<file path="config.mk">
export PLATFORM = sky130hd
export DESIGN_NAME = scdsp_dispatch
export DESIGN_NICKNAME = d
export VERILOG_FILES = /design/src/scdsp_pkg.sv /design/src/scdsp_decode.sv /design/src/scdsp_dispatch.sv /design/src/scdsp_sync.sv
export SDC_FILE = /design/constraint.sdc
export NUM_CORES = 1
export LEC_CHECK = 0
export ABC_CLOCK_PERIOD_IN_PS = 2300
export BUFFER_PORTS_ARGS = -buffer_cell sky130_fd_sc_hd__buf_2
export CAP_MARGIN = 20
export CORE_ASPECT_RATIO = 1.75
export CORE_UTILIZATION = 52
export DETAILED_ROUTE_END_ITERATION = 7
export GPL_ROUTABILITY_DRIVEN = 0
export GPL_TIMING_DRIVEN = 0
export PLACE_DENSITY_LB_ADDON = 0.15
export SYNTH_ARGS = -nofsm -noshare
export SYNTH_HDL_FRONTEND = slang
export SYNTH_SLANG_ARGS = --single-unit
</file>
<file path="constraint.sdc">
create_clock -name core_clk_i -period 2.3 [get_ports core_clk_i]
set_input_delay 0.46 -clock core_clk_i [delete_from_list [all_inputs] [get_ports core_clk_i]]
set_output_delay 0.46 -clock core_clk_i [all_outputs]
set_load 0.03 [all_outputs]
</file>
<file path="src/scdsp_pkg.sv">
// Package of command codes, reset values and states for the command dispatcher
package scdsp_pkg;

  // Group I command codes
  localparam logic [7:0] CMD_CHIP_RESET = 8'h00;
  localparam logic [7:0] CMD_BREAK      = 8'h01;
  localparam logic [7:0] CMD_DISCONNECT = 8'h02;
  localparam logic [7:0] CMD_CLEAR_FIFO = 8'h05;
  localparam logic [7:0] CMD_BUS_RESET  = 8'h08;
  // Group II fixed codes
  localparam logic [7:0] CMD_SET_ATN    = 8'h03;
  localparam logic [7:0] CMD_ACK_REL    = 8'h04;
  // Group III fixed codes
  localparam logic [7:0] CMD_RESELECT   = 8'h20;
  localparam logic [7:0] CMD_AUTO_TGT   = 8'h30;
  localparam logic [7:0] CMD_AUTO_TGT2  = 8'h31;

  // Field positions in the command byte
  localparam int CNT_SEL_HI_POS = 7;
  localparam int CNT_SEL_LO_POS = 6;
  localparam int ATTN_POS       = 3;
  localparam int INFO_HI_POS    = 2;
  localparam int INFO_LO_POS    = 1;

  // Reset values
  localparam logic [7:0] REG_CLEAR_VAL  = 8'h00;
  localparam logic [7:0] MODE_RST_VAL   = 8'h40;
  localparam int MODE_HPS_POS           = 7;
  localparam int MODE_DHP_POS           = 6;
  localparam int MODE_RESELECT_RESPONSE_ENABLE_POS          = 1;
  localparam int MODE_SELECT_RESPONSE_ENABLE_POS          = 0;

  // Cycles the internal reset takes after a chip reset
  localparam int CHIP_RST_CYCLES        = 4;

  // Interrupt source codes
  localparam logic [7:0] IRQ_NONE       = 8'h00;
  localparam logic [7:0] IRQ_RESET      = 8'h01;
  localparam logic [7:0] IRQ_CMD_DONE   = 8'h02;
  localparam logic [7:0] IRQ_INVALID    = 8'h03;
  localparam logic [7:0] IRQ_SELECTED   = 8'h04;
  localparam logic [7:0] IRQ_RESELECTED = 8'h05;
  localparam logic [7:0] IRQ_PHASE_CHG  = 8'h06;
  localparam logic [7:0] IRQ_BUS_RST    = 8'h07;

  // Command classes
  typedef enum logic [4:0] {
    SCD_C_NONE      = 5'h00,
    SCD_C_CHIP_RST  = 5'h01,
    SCD_C_BREAK     = 5'h02,
    SCD_C_DISC      = 5'h03,
    SCD_C_CLR_FIFO  = 5'h04,
    SCD_C_BUS_RST   = 5'h05,
    SCD_C_SET_ATN   = 5'h06,
    SCD_C_ACK_REL   = 5'h07,
    SCD_C_SELECT    = 5'h08,
    SCD_C_TRANSFER  = 5'h09,
    SCD_C_AUTO_INI  = 5'h0A,
    SCD_C_AUTO_INI2 = 5'h0B,
    SCD_C_RESELECT  = 5'h0C,
    SCD_C_RECEIVE   = 5'h0D,
    SCD_C_SEND      = 5'h0E,
    SCD_C_AUTO_TGT  = 5'h0F,
    SCD_C_AUTO_TGT2 = 5'h10,
    SCD_C_RE_RECV   = 5'h11,
    SCD_C_RE_SEND   = 5'h12
  } scdsp_cmd_t;

  // Connection status of the controller
  typedef enum logic [1:0] {
    SCD_ST_DISC = 2'b00,
    SCD_ST_INIT = 2'b01,
    SCD_ST_TGT  = 2'b10
  } scdsp_conn_t;

  // Dispatcher states
  typedef enum logic [1:0] {
    SCD_S_WAIT  = 2'b00,
    SCD_S_SYNC  = 2'b01,
    SCD_S_RUN   = 2'b10,
    SCD_S_CRST  = 2'b11
  } scdsp_state_t;

endpackage

</file>
<file path="src/scdsp_decode.sv">
// Combinational command byte decoder
`timescale 1ns/1ps
module scdsp_decode
  import scdsp_pkg::*;
(
  input  wire logic [7:0] cmd_byte_i,
  output scdsp_cmd_t      cmd_class_o,
  output logic            count_select_hi_o,
  output logic            count_select_lo_o,
  output logic            attention_choice_bit_o,
  output logic            info_type_hi_o,
  output logic            info_type_lo_o,
  output logic            sequenced_o
);

  always_comb begin
    cmd_class_o = SCD_C_NONE;
    unique casez (cmd_byte_i)
      CMD_CHIP_RESET: cmd_class_o = SCD_C_CHIP_RST;
      CMD_BREAK:      cmd_class_o = SCD_C_BREAK;
      CMD_DISCONNECT: cmd_class_o = SCD_C_DISC;
      CMD_CLEAR_FIFO: cmd_class_o = SCD_C_CLR_FIFO;
      CMD_BUS_RESET:  cmd_class_o = SCD_C_BUS_RST;
      CMD_SET_ATN:    cmd_class_o = SCD_C_SET_ATN;
      CMD_ACK_REL:    cmd_class_o = SCD_C_ACK_REL;
      8'b0001?000:    cmd_class_o = SCD_C_SELECT;
      8'b??010010:    cmd_class_o = SCD_C_TRANSFER;
      8'b??01?100:    cmd_class_o = SCD_C_AUTO_INI;
      8'b??010101:    cmd_class_o = SCD_C_AUTO_INI2;
      CMD_RESELECT:   cmd_class_o = SCD_C_RESELECT;
      CMD_AUTO_TGT:   cmd_class_o = SCD_C_AUTO_TGT;
      CMD_AUTO_TGT2:  cmd_class_o = SCD_C_AUTO_TGT2;
      8'b??101??0:    cmd_class_o = SCD_C_RECEIVE;
      8'b??101??1:    cmd_class_o = SCD_C_SEND;
      8'b??111000:    cmd_class_o = SCD_C_RE_RECV;
      8'b??111001:    cmd_class_o = SCD_C_RE_SEND;
      default:        cmd_class_o = SCD_C_NONE;
    endcase
  end

  // Fields only carry meaning in commands that hold them
  always_comb begin
    count_select_hi_o      = cmd_byte_i[CNT_SEL_HI_POS];
    count_select_lo_o      = cmd_byte_i[CNT_SEL_LO_POS];
    attention_choice_bit_o = cmd_byte_i[ATTN_POS] &
                             (cmd_class_o == SCD_C_SELECT || cmd_class_o == SCD_C_AUTO_INI);
    info_type_hi_o         = cmd_byte_i[INFO_HI_POS] &
                             (cmd_class_o == SCD_C_RECEIVE || cmd_class_o == SCD_C_SEND);
    info_type_lo_o         = cmd_byte_i[INFO_LO_POS] &
                             (cmd_class_o == SCD_C_RECEIVE || cmd_class_o == SCD_C_SEND);
    sequenced_o            = (cmd_class_o >= SCD_C_SELECT);
  end

endmodule // scdsp_decode

</file>
<file path="src/scdsp_dispatch.sv">
// Command decode, busy rules, reset defaults and bus event dispatch
`timescale 1ns/1ps
// Function
// - Decode group I command codes
// - Decode group II command codes
// - Decode group III command codes
// - Top bits count select, bit 3 attention
// - Receive/send bits 2..1 choose phase
// - Auxiliary commands run at once, then wait
// - Chip reset resets, then reset interrupt
// - Sequenced commands synchronised, interrupt at end
// - Respond to selection while disconnected
// - Initiator reports bus phase changes
// - Bus reset watched except during chip reset, host notified
// - Auxiliary and chip reset accepted while busy
// - Break ignored unless busy
// - Reset interrupt after pin or chip reset
// - Reset clears registers except kept ones
// - Mode resets with parity disabled
// - Selection responses disabled after reset
// - Bus reset command needs controller enable
// - Sequenced command outside disconnect is invalid
module scdsp_dispatch
  import scdsp_pkg::*;
(
  input  wire logic       core_clk_i,
  input  wire logic       rst_n_i,
  input  wire logic       cmd_we_i,
  input  wire logic [7:0] cmd_data_i,
  input  wire logic       mode_we_i,
  input  wire logic [7:0] mode_data_i,
  input  wire logic       fen_we_i,
  input  wire logic       fen_data_i,
  input  wire logic       ist_rd_i,
  input  wire logic       seq_done_i,
  input  wire logic       scsi_rst_n_i,
  input  wire logic       scsi_sel_n_i,
  input  wire logic       scsi_io_n_i,
  input  wire logic [2:0] scsi_phase_i,
  input  wire logic       initiator_i,
  input  wire logic       target_i,
  output logic            command_busy_flag_o,
  output logic [7:0]      interrupt_source_reg_o,
  output logic            irq_o,
  output logic [7:0]      operating_mode_reg_o,
  output logic            controller_function_enable_o,
  output logic [7:0]      aux_pulse_o,
  output logic [4:0]      seq_cmd_o,
  output logic            seq_start_o,
  output logic [1:0]      seq_count_sel_o,
  output logic            seq_attention_o,
  output logic [1:0]      seq_info_type_o,
  output logic            response_start_o,
  output logic            chip_reset_o
);

  scdsp_cmd_t   cmd_class;
  logic         cnt_hi;
  logic         cnt_lo;
  logic         attn;
  logic         info_hi;
  logic         info_lo;
  logic         is_seq;
  logic [5:0]   bus_s;
  logic         bus_rst;
  logic         bus_sel;
  logic         bus_io;
  logic [2:0]   bus_phase;

  scdsp_state_t state;
  scdsp_state_t next_state;
  logic         busy;
  logic         next_busy;
  logic [7:0]   interrupt_source_reg;
  logic [7:0]   next_ist;
  logic         irq;
  logic         next_irq;
  logic [7:0]   mode;
  logic [7:0]   next_mode;
  logic         controller_function_enable;
  logic         next_fen;
  logic [7:0]   aux;
  logic [7:0]   next_aux;
  logic [7:0]   held_cmd;
  logic [7:0]   next_held_cmd;
  logic [4:0]   seq_cmd;
  logic [4:0]   next_seq_cmd;
  logic         seq_start;
  logic         next_seq_start;
  logic [1:0]   cnt_sel;
  logic [1:0]   next_cnt_sel;
  logic         seq_attn;
  logic         next_seq_attn;
  logic [1:0]   info;
  logic [1:0]   next_info;
  logic         resp;
  logic         next_resp;
  logic [2:0]   crst_cnt;
  logic [2:0]   next_crst_cnt;
  logic         rst_seen;
  logic         next_rst_seen;
  logic         sel_seen;
  logic         next_sel_seen;
  logic [2:0]   last_phase;
  logic [2:0]   next_last_phase;
  logic         crst;
  logic         next_crst;

  scdsp_decode u_decode (
    .cmd_byte_i             (cmd_data_i),
    .cmd_class_o            (cmd_class),
    .count_select_hi_o      (cnt_hi),
    .count_select_lo_o      (cnt_lo),
    .attention_choice_bit_o (attn),
    .info_type_hi_o         (info_hi),
    .info_type_lo_o         (info_lo),
    .sequenced_o            (is_seq)
  );

  // Bus lines come from pins, so they pass two flops first
  scdsp_sync #(.WIDTH(6)) u_sync (
    .core_clk_i (core_clk_i),
    .rst_n_i    (rst_n_i),
    .async_i    ({~scsi_rst_n_i, ~scsi_sel_n_i, ~scsi_io_n_i, scsi_phase_i}),
    .sync_o     (bus_s)
  );

  assign bus_rst   = bus_s[5];
  assign bus_sel   = bus_s[4];
  assign bus_io    = bus_s[3];
  assign bus_phase = bus_s[2:0];

  // One auxiliary pulse bit per auxiliary command class; every other class gives none
  function automatic logic [7:0] aux_bit(input scdsp_cmd_t c);
    logic [7:0] v;
    v = 8'h00;
    unique case (c)
      SCD_C_BREAK:    v = 8'h01;
      SCD_C_DISC:     v = 8'h02;
      SCD_C_CLR_FIFO: v = 8'h04;
      SCD_C_BUS_RST:  v = 8'h08;
      SCD_C_SET_ATN:  v = 8'h10;
      SCD_C_ACK_REL:  v = 8'h20;
      default:        v = 8'h00;
    endcase
    return v;
  endfunction

  always_comb begin
    next_state      = state;
    next_busy       = busy;
    next_ist        = interrupt_source_reg;
    next_irq        = irq;
    next_mode       = mode;
    next_fen        = controller_function_enable;
    next_aux        = 8'h00;
    next_held_cmd   = held_cmd;
    next_seq_cmd    = seq_cmd;
    next_seq_start  = 1'b0;
    next_cnt_sel    = cnt_sel;
    next_seq_attn   = seq_attn;
    next_info       = info;
    next_resp       = 1'b0;
    next_crst_cnt   = crst_cnt;
    next_rst_seen   = bus_rst;
    next_sel_seen   = bus_sel;
    next_last_phase = bus_phase;
    next_crst       = 1'b0;

    // Host read clears the pending interrupt unless a selection left unanswered arrives with it; a same-cycle event below wins
    if (ist_rd_i) begin
      next_irq = 1'b0;
      next_ist = IRQ_NONE;
    end
    if (mode_we_i) begin
      next_mode = mode_data_i;
    end
    if (fen_we_i) begin
      next_fen = fen_data_i;
    end

    unique case (state)
      SCD_S_WAIT, SCD_S_RUN: begin
        if (state == SCD_S_RUN && seq_done_i) begin
          next_state = SCD_S_WAIT;
          next_busy  = 1'b0;
          next_irq   = 1'b1;
          next_ist   = IRQ_CMD_DONE;
        end
        if (state == SCD_S_WAIT && !busy) begin
          if (bus_sel && !sel_seen && !initiator_i && !target_i) begin
            next_resp = 1'b1;
            next_irq  = 1'b1;
            next_ist  = bus_io ? IRQ_RESELECTED : IRQ_SELECTED;
            if (bus_io && !mode[MODE_RESELECT_RESPONSE_ENABLE_POS]) begin
              next_resp = 1'b0;
              next_irq  = irq;
              next_ist  = interrupt_source_reg;
            end
            if (!bus_io && !mode[MODE_SELECT_RESPONSE_ENABLE_POS]) begin
              next_resp = 1'b0;
              next_irq  = irq;
              next_ist  = interrupt_source_reg;
            end
          end
          if (initiator_i && bus_phase != last_phase) begin
            next_irq = 1'b1;
            next_ist = IRQ_PHASE_CHG;
          end
        end
        if (bus_rst && !rst_seen) begin
          next_irq = 1'b1;
          next_ist = IRQ_BUS_RST;
        end
        // Auxiliary commands other than break are taken in every state except chip reset, busy or not
        if (cmd_we_i) begin
          if (cmd_class == SCD_C_CHIP_RST) begin
            next_state    = SCD_S_CRST;
            next_crst_cnt = 3'(CHIP_RST_CYCLES - 1);
            next_crst     = 1'b1;
          end else if (cmd_class == SCD_C_BREAK) begin
            if (busy) begin
              next_aux = aux_bit(cmd_class);
            end
          end else if (cmd_class == SCD_C_BUS_RST) begin
            if (controller_function_enable) begin
              next_aux = aux_bit(cmd_class);
            end
          end else if (!is_seq && cmd_class != SCD_C_NONE) begin
            next_aux = aux_bit(cmd_class);
          end else if (is_seq && !busy) begin
            if (initiator_i || target_i) begin
              next_irq = 1'b1;
              next_ist = IRQ_INVALID;
            end else begin
              // Byte held one cycle so the sequencer sees stable fields
              next_state    = SCD_S_SYNC;
              next_busy     = 1'b1;
              next_held_cmd = cmd_data_i;
              next_seq_cmd  = 5'(cmd_class);
              next_cnt_sel  = {cnt_hi, cnt_lo};
              next_seq_attn = attn;
              next_info     = {info_hi, info_lo};
            end
          end
        end
      end
      SCD_S_SYNC: begin
        next_state     = SCD_S_RUN;
        next_seq_start = 1'b1;
        if (bus_rst && !rst_seen) begin
          next_irq = 1'b1;
          next_ist = IRQ_BUS_RST;
        end
        if (cmd_we_i && cmd_class == SCD_C_CHIP_RST) begin
          next_state    = SCD_S_CRST;
          next_crst_cnt = 3'(CHIP_RST_CYCLES - 1);
          next_crst     = 1'b1;
          next_seq_start = 1'b0;
        end else if (cmd_we_i && !is_seq && cmd_class != SCD_C_NONE) begin
          // Auxiliary commands stay live in the one-cycle sync slot
          if (cmd_class != SCD_C_BUS_RST || controller_function_enable) begin
            next_aux = aux_bit(cmd_class);
          end
        end
      end
      SCD_S_CRST: begin
        next_crst = 1'b1;
        next_busy = 1'b0;
        next_mode = MODE_RST_VAL;
        next_fen  = 1'b0;
        if (crst_cnt == 3'h0) begin
          next_state = SCD_S_WAIT;
          next_crst  = 1'b0;
          next_irq   = 1'b1;
          next_ist   = IRQ_RESET;
        end else begin
          next_crst_cnt = crst_cnt - 3'h1;
        end
      end
    endcase
  end

  always_ff @(posedge core_clk_i) begin
    if (!rst_n_i) begin
      state      <= SCD_S_WAIT;
      busy       <= 1'b0;
      interrupt_source_reg        <= IRQ_RESET;
      irq        <= 1'b1;
      mode       <= MODE_RST_VAL;
      controller_function_enable        <= 1'b0;
      aux        <= REG_CLEAR_VAL;
      held_cmd   <= REG_CLEAR_VAL;
      seq_cmd    <= 5'h00;
      seq_start  <= 1'b0;
      cnt_sel    <= 2'b00;
      seq_attn   <= 1'b0;
      info       <= 2'b00;
      resp       <= 1'b0;
      crst_cnt   <= 3'h0;
      rst_seen   <= 1'b0;
      sel_seen   <= 1'b0;
      last_phase <= 3'h0;
      crst       <= 1'b0;
    end else begin
      state      <= next_state;
      busy       <= next_busy;
      interrupt_source_reg        <= next_ist;
      irq        <= next_irq;
      mode       <= next_mode;
      controller_function_enable        <= next_fen;
      aux        <= next_aux;
      held_cmd   <= next_held_cmd;
      seq_cmd    <= next_seq_cmd;
      seq_start  <= next_seq_start;
      cnt_sel    <= next_cnt_sel;
      seq_attn   <= next_seq_attn;
      info       <= next_info;
      resp       <= next_resp;
      crst_cnt   <= next_crst_cnt;
      rst_seen   <= next_rst_seen;
      sel_seen   <= next_sel_seen;
      last_phase <= next_last_phase;
      crst       <= next_crst;
    end
  end

  assign command_busy_flag_o          = busy;
  assign interrupt_source_reg_o       = interrupt_source_reg;
  assign irq_o                        = irq;
  assign operating_mode_reg_o         = mode;
  assign controller_function_enable_o = controller_function_enable;
  assign aux_pulse_o                  = aux;
  assign seq_cmd_o                    = seq_cmd;
  assign seq_start_o                  = seq_start;
  assign seq_count_sel_o              = cnt_sel;
  assign seq_attention_o              = seq_attn;
  assign seq_info_type_o              = info;
  assign response_start_o             = resp;
  assign chip_reset_o                 = crst;

endmodule // scdsp_dispatch

</file>
<file path="src/scdsp_sync.sv">
// Two-flop synchroniser for pin inputs
`timescale 1ns/1ps
module scdsp_sync #(
  parameter int WIDTH = 1
) (
  input  wire logic             core_clk_i,
  input  wire logic             rst_n_i,
  input  wire logic [WIDTH-1:0] async_i,
  output logic      [WIDTH-1:0] sync_o
);

  logic [WIDTH-1:0] stage1;
  logic [WIDTH-1:0] stage2;

  always_ff @(posedge core_clk_i) begin
    if (!rst_n_i) begin
      stage1 <= '0;
      stage2 <= '0;
    end else begin
      stage1 <= async_i;
      stage2 <= stage1;
    end
  end

  assign sync_o = stage2;

endmodule // scdsp_sync

</file>
==> results by group, run 1 <==
Status
  – Outcome: complete, but fails checks
  – Violated checks: DRC

Synthesis
  – Fraction of registers with async set or reset after synthesis: 0
  – Distinct cell type count of the synthesized netlist: 71
  – Number of flops mapped to enable cells by yosys: 0
  – Number of warning messages in the yosys log: 0
  – Post-synthesis cell area: 0.00278 mm2
  – Register bit count reported by yosys: 60
  – Number of cells produced by synthesis: 300
  – Sequential cell area fraction in the yosys report: 0.432
  – Most used flip-flop cell after synthesis: sky130_fd_sc_hd__dfxtp_1
  – Mean cell area of the mapped netlist: 9.26 um2

STA
  – Transition at the pin with the smallest max-transition slack: 0.581 ns
  – Worst Skew: 0.00938 ns
  – Final critical path time including I/O delays and setup: 1.89 ns
  – Total negative slack for setup checks: 0 ns
  – Number of pins with negative max-slew slack in the final report: 0
  – Worst setup slack after layout: 0.408 ns
  – Peak clock frequency supported by timing: 528 MHz
  – Final Cycle Share: 0.823
  – Final Hold Violating Endpoints: 0
  – Setup violations, final: 0
  – Setup repair after global routing missed its margin: false
  – Max transition margin: 0.610

Routing
  – Drt initial violations: 96
  – TritonRoute pass-1 iters: 6
  – Via density per instance: 5.88
  – Total number of vias: 2562
  – Post-route DRC: 6
  – Remaining antenna violation count: 0
  – Post-detailed-route wirelength per cell: 15.9 um
  – Total wirelength of the detailed-routed design: 6910 um

Layout
  – Proportion of layout cells with a drive suffix above 1: 0.277
  – Synthesis-to-layout area growth: 22.2%
  – Count of antenna diodes in the layout: 0
  – Final Util: 0.671
  – Layout fillers: 441
  – Post-route cell area: 0.00340 mm2
  – Most frequent standard cell in the layout excluding fill and tap cells: sky130_fd_sc_hd__buf_2
  – Post-layout net count: 412
  – Most frequent cells in the layout: sky130_fd_sc_hd__buf_2 (68), sky130_fd_sc_hd__dfxtp_1 (60), sky130_fd_sc_hd__nor2_1 (25), sky130_fd_sc_hd__nand2_1 (18), sky130_fd_sc_hd__and2_1 (17)

Power
  – Final Power: 2.46 mW
  – Total leakage power: 1.47 nW
  – Power Density: 726 mW/mm2
  – Max VDD drop: 0.609 mV

CTS
  – TritonCTS Buffers: 9
  – Clock latency at the later pin of the worst-skew pair: 0.33 ns
  – Root buffer cell: sky130_fd_sc_hd__clkbuf_8
  – Hold Buf Count CTS: 0
  – H-tree depth reported by CTS: 3
  – # resized after CTS: 0
  – Count of buffers added by post-CTS timing repair for setup: 0
  – Maximum number of buffers from clock root to sink: 2
  – Number of clock sinks: 60
  – CTS tree: yes
  – Clock edge transition at the registers on the reported setup and hold paths: 0.06 ns

Global routing
  – Pin count of the biggest net entering global routing: 11
  – Global-route congestion overflow total: 0
  – First-pass GRT wire length: 11000 um
  – Antenna violations before repair: 0
  – Global-route usage over all layers: 0.256
  – Via count of the first global-routing pass: 2401

Run
  – Number of maximum-capacitance violations: 0

Setup path
  – Path type of the worst setup path: reg -> reg
  – Kind of launch point of the worst setup path: register
  – Required time worst endpoint: 2.52 ns
  – Maximum cell stage delay along the critical path: 0.57 ns
  – Type of element capturing the critical path: register
  – Data arrival time at the worst-slack endpoint: 2.11 ns
  – Cell depth of the worst flop-to-flop path: 5
  – Critical path's slowest cell: sky130_fd_sc_hd__or4b_4
  – Chain of cells forming the critical path: or4b_4, nor2_1, o21ai_1, a221o_1, o221a_1
  – Highest net fanout along the worst path: 5

Hold path
  – Min-Delay Path Depth: 2
  – Classification of the worst-slack hold path: in -> reg

Placement
  – Placed Area: 0.00318 mm2
  – Post-DP HPWL: 5090 um
  – Count of port buffers added during placement: 66
  – Pre-CTS worst setup slack: 0.126 ns

Die
  – Area of the die: 0.00565 mm2
  – Starting Density: 0.549
  – Area of the core: 0.00506 mm2
  – Floorplan die height: 98.7 um
  – Count of boundary I/O pins: 72
  – Floorplan die width: 57.3 um
  – Placement Rows: 34
## synth_stat cells (3+ instances only)
library cell | count | share of area
sky130_fd_sc_hd__and2_1 | 17 | 0.038
sky130_fd_sc_hd__nand2b_1 | 5 | 0.011
sky130_fd_sc_hd__o31ai_1 | 3 | 0.0081
sky130_fd_sc_hd__a211oi_1 | 4 | 0.011
sky130_fd_sc_hd__a21oi_1 | 15 | 0.027
sky130_fd_sc_hd__inv_1 | 8 | 0.011
sky130_fd_sc_hd__buf_4 | 6 | 0.016
sky130_fd_sc_hd__a21boi_1 | 5 | 0.014
sky130_fd_sc_hd__nor2b_1 | 7 | 0.016
sky130_fd_sc_hd__nor3b_1 | 4 | 0.011
sky130_fd_sc_hd__nand2_1 | 18 | 0.024
sky130_fd_sc_hd__nand4_1 | 5 | 0.011
sky130_fd_sc_hd__dfxtp_1 | 60 | 0.43
sky130_fd_sc_hd__nand3_1 | 7 | 0.013
sky130_fd_sc_hd__nor2_1 | 25 | 0.034
sky130_fd_sc_hd__o21ai_0 | 13 | 0.023
sky130_fd_sc_hd__xor2_1 | 3 | 0.0095
sky130_fd_sc_hd__mux2i_1 | 9 | 0.032
sky130_fd_sc_hd__nor4b_1 | 5 | 0.016
sky130_fd_sc_hd__nor3_1 | 4 | 0.0072
sky130_fd_sc_hd__clkbuf_1 | 8 | 0.011
sky130_fd_sc_hd__o22ai_1 | 3 | 0.0068
sky130_fd_sc_hd__o211ai_1 | 4 | 0.011
## area by class of cell
class                      instances  area [um2]  area share
timing repair buffer              66         330      0.0973
clock buffer                      11         141      0.0416
inverter                           8        30.0     0.00884
buffer                            16        85.1      0.0251
clock inverter                     4        73.8      0.0217
sequential                        60        1200       0.354
multi-input combinational        217        1470       0.432
tap                               54        67.6      0.0199
## report_power, final
part | internal (mW) | switching [mW] | leakage [nW]
registers | 1.08 | 0.0214 | 0.490
clock network | 0.634 | 0.399 | 0.109
logic | 0.124 | 0.211 | 0.868
total | 1.83 | 0.631 | 1.47
## cells by family (layout without fill, tap and decap cells)
logic type	count (synthesis)	count (layout)	share of synthesized area
mux	10	10	0.0365
xor+xnor	4	4	0.0126
flops	60	60	0.432
simple gates	118	118	0.252
buf+inv	24	105	0.0414
fa+ha+maj	2	2	0.00900
compound gates	81	81	0.215
other cells	1	2	0.00135
## per-stage QoR
| stage | std cells | hold slack (ns) |
|---|---|---|
| finish | 436 | 0.271 |
| global route | 436 | 0.250 |
| CTS | 436 | 0.252 |
| detailed placement | 421 | 0.424 |
| global placement | 421 | 0.417 |
| floorplan | 301 | 0.412 |
## path summary, 6_finish.rpt
kind,start,slack (ns),end
min,scsi_rst_n_i,0.27,u_sync.stage1[5]
max reg2reg,state[1],0.41,interrupt_source_reg_o[1]
min reg2reg,u_sync.stage1[3],0.44,u_sync.sync_o[3]
max,state[1],0.41,interrupt_source_reg_o[1]
## sequential cells by signal (all words and copies together) (netlist names)
signal / flops
seq_attention_o: 1
u_sync.sync_o: 6
command_busy_flag_o: 1
seq_cmd_o: 5
operating_mode_reg_o: 8
state: 2
response_start_o: 1
aux_pulse_o: 6
rst_seen: 1
u_sync.stage1: 6
interrupt_source_reg_o: 8
chip_reset_o: 1
crst_cnt: 3
seq_start_o: 1
seq_info_type_o: 2
controller_function_enable_o: 1
sel_seen: 1
seq_count_sel_o: 2
last_phase: 3
irq_o: 1
## critical path: cells and delay by family, from the launching register on
family	cells	cell delay, ns
AO/OA/AOI/OAI	3	0.61
flip-flops	1	0.36
AND/OR/NAND/NOR	2	0.80
## layer usage
metal,GRT usage,share of wire
met5,0,0
met4,0.154,0.045
met3,0.0669,0.062
met2,0.450,0.51
met1,0.266,0.38
(Power assumes the default switching activity.)
==> run 2: changes to the inputs <==
--- a/config.mk
+++ b/config.mk
@@ -5,11 +5,12 @@
 export SDC_FILE = /design/constraint.sdc
 export NUM_CORES = 1
 export LEC_CHECK = 0
-export ABC_CLOCK_PERIOD_IN_PS = 2300
+export ABC_AREA = 1
+export ABC_CLOCK_PERIOD_IN_PS = 1900
 export BUFFER_PORTS_ARGS = -buffer_cell sky130_fd_sc_hd__buf_2
 export CAP_MARGIN = 20
 export CORE_ASPECT_RATIO = 1.75
-export CORE_UTILIZATION = 52
+export CORE_UTILIZATION = 53
 export DETAILED_ROUTE_END_ITERATION = 7
 export GPL_ROUTABILITY_DRIVEN = 0
 export GPL_TIMING_DRIVEN = 0
==> constraint.sdc (replaced) <==
create_clock -name core_clk_i -period 1.9 [get_ports core_clk_i]
set_input_delay 0.38 -clock core_clk_i [delete_from_list [all_inputs] [get_ports core_clk_i]]
set_output_delay 0.38 -clock core_clk_i [all_outputs]
set_load 0.03 [all_outputs]
==> results by group, run 2 <==
Status
  – Outcome: complete, no violations

Routing
  – Remaining antenna violation count: 0
  – Drt initial violations: 253
  – Total wirelength of the detailed-routed design: 7160 um
  – Post-detailed-route wirelength per cell: 12.4 um
  – Via density per instance: 5.09
  – Post-route DRC: 0
  – TritonRoute pass-1 iters: 5
  – Total number of vias: 2945

Die
  – Area of the core: 0.00530 mm2
  – Starting Density: 0.557
  – Floorplan die height: 101 um
  – Floorplan die width: 58.4 um
  – Area of the die: 0.00588 mm2
  – Placement Rows: 35
  – Count of boundary I/O pins: 72

STA
  – Max transition margin: 0.635
  – Worst setup slack after layout: 0.0963 ns
  – Peak clock frequency supported by timing: 554 MHz
  – Minimum hold slack: 0.194 ns
  – Final critical path time including I/O delays and setup: 1.80 ns
  – Worst Skew: 0.00791 ns
  – Transition at the pin with the smallest max-transition slack: 0.548 ns
  – Final Hold Violating Endpoints: 0
  – Number of pins with negative max-slew slack in the final report: 0
  – Setup repair after global routing missed its margin: false
  – Setup violations, final: 0
  – Total negative slack for setup checks: 0 ns
  – Final Cycle Share: 0.949

CTS
  – H-tree depth reported by CTS: 3
  – TritonCTS Buffers: 9
  – Clock latency at the later pin of the worst-skew pair: 0.34 ns
  – Number of clock sinks: 60
  – Clock edge transition at the registers on the reported setup and hold paths: 0.07 ns
  – Hold Buf Count CTS: 0
  – Root buffer cell: sky130_fd_sc_hd__clkbuf_8
  – Maximum number of buffers from clock root to sink: 2
  – CTS tree: yes

Layout
  – Synthesis-to-layout area growth: 21.9%
  – Post-layout net count: 534
  – Most frequent cells in the layout: sky130_fd_sc_hd__nand2_1 (87), sky130_fd_sc_hd__buf_2 (68), sky130_fd_sc_hd__inv_1 (60), sky130_fd_sc_hd__dfxtp_1 (60), sky130_fd_sc_hd__nor2_1 (43)
  – Proportion of layout cells with a drive suffix above 1: 0.255
  – Count of antenna diodes in the layout: 0
  – Most frequent standard cell in the layout excluding fill and tap cells: sky130_fd_sc_hd__nand2_1
  – Post-route cell area: 0.00360 mm2

Setup path
  – Path type of the worst setup path: reg -> reg
  – Chain of cells forming the critical path: inv_1, nand3_1, nor2_1, buf_2, o21ai_0, o21ai_0, nand3b_1, a21oi_1
  – Setup crit start: command_busy_flag_o
  – Cell depth of the worst flop-to-flop path: 8
  – Buf/Inv on CP: 2
  – Destination of the critical timing path: interrupt_source_reg_o[5]
  – Startpoint of the worst register-to-register path: command_busy_flag_o
  – CP top delay family: simple AND/OR/NAND/NOR gates
  – Most frequent cell on the critical path: sky130_fd_sc_hd__o21ai_0
  – Type of element capturing the critical path: register
  – Highest net fanout along the worst path: 10
  – Required time worst endpoint: 2.10 ns
  – Kind of launch point of the worst setup path: register
  – Worst flop-to-flop path endpoint: interrupt_source_reg_o[5]
  – Maximum cell stage delay along the critical path: 0.35 ns
  – CP Depth: 8
  – Data arrival time at the worst-slack endpoint: 2.00 ns
  – Register-to-Register Setup Slack: 0.1 ns
  – Critical path's slowest cell: sky130_fd_sc_hd__dfxtp_1

Synthesis
  – Sequential cell area fraction in the yosys report: 0.407
  – Number of cells produced by synthesis: 422
  – Register bit count reported by yosys: 60
  – Largest area contributor in the synthesized netlist: sky130_fd_sc_hd__dfxtp_1
  – Most common cell in the synthesized netlist: sky130_fd_sc_hd__nand2_1
  – Post-synthesis cell area: 0.00295 mm2
  – Most common library cells after synthesis: sky130_fd_sc_hd__nand2_1 (87), sky130_fd_sc_hd__dfxtp_1 (60), sky130_fd_sc_hd__inv_1 (60), sky130_fd_sc_hd__nor2_1 (44), sky130_fd_sc_hd__nand3_1 (29)
  – Share of the synthesized area in the top cell type: 0.407
  – Fraction of registers with async set or reset after synthesis: 0
  – Most used flip-flop cell after synthesis: sky130_fd_sc_hd__dfxtp_1
  – Leading post-synthesis cells by cell area: sky130_fd_sc_hd__dfxtp_1 (41%), sky130_fd_sc_hd__nand2_1 (11%), sky130_fd_sc_hd__inv_1 (7.6%)
  – Distinct cell type count of the synthesized netlist: 37
  – Number of flops mapped to enable cells by yosys: 0
  – Mean cell area of the mapped netlist: 6.99 um2
  – Number of warning messages in the yosys log: 0

Power
  – Max VDD drop: 0.821 mV
  – Total leakage power: 1.76 nW
  – Power Density: 819 mW/mm2
  – Final Power: 2.94 mW

Global routing
  – Pin count of the biggest net entering global routing: 11
  – First-pass GRT wire length: 11700 um
  – Global-route usage over all layers: 0.265
  – Via count of the first global-routing pass: 2751
  – Antenna violations before repair: 0
  – Global-route congestion overflow total: 0

Placement
  – Post-DP HPWL: 5440 um
  – Placed Area: 0.00338 mm2
  – Count of port buffers added during placement: 66
  – Pre-CTS worst setup slack: -0.112 ns

Run
  – Number of maximum-capacitance violations: 0

Hold path
  – Classification of the worst-slack hold path: in -> reg
[run 2: cell types whose count changed after synthesis, moves of 6 or more]
cell / before / now
sky130_fd_sc_hd__a21oi_1: 15 / 26
sky130_fd_sc_hd__and2_1: 17 / 0
sky130_fd_sc_hd__inv_1: 8 / 60
sky130_fd_sc_hd__inv_2: 0 / 6
sky130_fd_sc_hd__mux2i_1: 9 / 1
sky130_fd_sc_hd__nand2_1: 18 / 87
sky130_fd_sc_hd__nand3_1: 7 / 29
sky130_fd_sc_hd__nand3b_1: 1 / 7
sky130_fd_sc_hd__nor2_1: 25 / 44
sky130_fd_sc_hd__nor2_2: 1 / 26
sky130_fd_sc_hd__nor2b_1: 7 / 0
sky130_fd_sc_hd__o21ai_0: 13 / 25
[run 2: worst min-delay path by stage]
stage                      from          endpoint  slack, ns  depth (start not counted)
2_1_floorplan  u_sync.stage1[0]  u_sync.sync_o[0]       0.39                          2
3_3_place_gp   u_sync.stage1[4]  u_sync.sync_o[4]       0.39                          2
3_5_place_dp   u_sync.stage1[2]  u_sync.sync_o[2]       0.40                          2
4_1_cts             scsi_io_n_i  u_sync.stage1[3]       0.18                          2
5_1_grt             scsi_io_n_i  u_sync.stage1[3]       0.18                          2
6_report            scsi_io_n_i  u_sync.stage1[3]       0.19                          2
[run 2: metrics by stage]
stage / instances / utilization
3_5_place_dp: 563 / 0.637
5_1_grt: 579 / 0.679
2_1_floorplan: 423 / -
3_3_place_gp: 563 / 0.637
4_1_cts: 579 / 0.678
6_report: 579 / 0.679
[run 2: what timing repair did]
action | in CTS | in global routing
hold endpoints to repair | 0 | 0
setup endpoints to repair | 0 | 4
gates resized for setup | 0 | 2
setup buffers | 0 | 0
[run 2: layout make-up]
type	instances	area, um2
Timing Repair Buffer	66	330
Buffer	12	71.3
Fill cell	506	1700
Multi-Input combinational cell	284	1430
Tap cell	74	92.6
Sequential cell	60	1200
Clock buffer	12	145
Inverter	67	251
Clock inverter	4	72.6
[run 2: power by group]
| part | switching (mW) | internal (mW) | leakage, nW |
|---|---|---|---|
| Sequential | 0.0236 | 1.30 | 0.490 |
| Clock | 0.478 | 0.773 | 0.107 |
| Combinational | 0.252 | 0.116 | 1.17 |
| Total | 0.754 | 2.19 | 1.76 |
[run 2: logic make-up (layout without fill, tap and decap cells)]
family | after synthesis | count (layout) | share of synthesized area
adders and majority gates | 2 | 2 | 0.00848
AOI/OAI and AO/OA | 64 | 64 | 0.117
and+or+nand+nor | 211 | 211 | 0.341
buffers and inverters | 79 | 161 | 0.109
xor gates and xnor gates | 4 | 4 | 0.0119
other | 1 | 2 | 0.00127
DFF | 60 | 60 | 0.407
muxes | 1 | 1 | 0.00339
[run 2: per-layer routing]
layer,global-route usage,up-vias,routed length (um)
met5,0,-,0
met4,0.187,0,329
met3,0.0462,28,342
met2,0.486,99,3880
met1,0.259,1341,2610
li1,-,1477,-
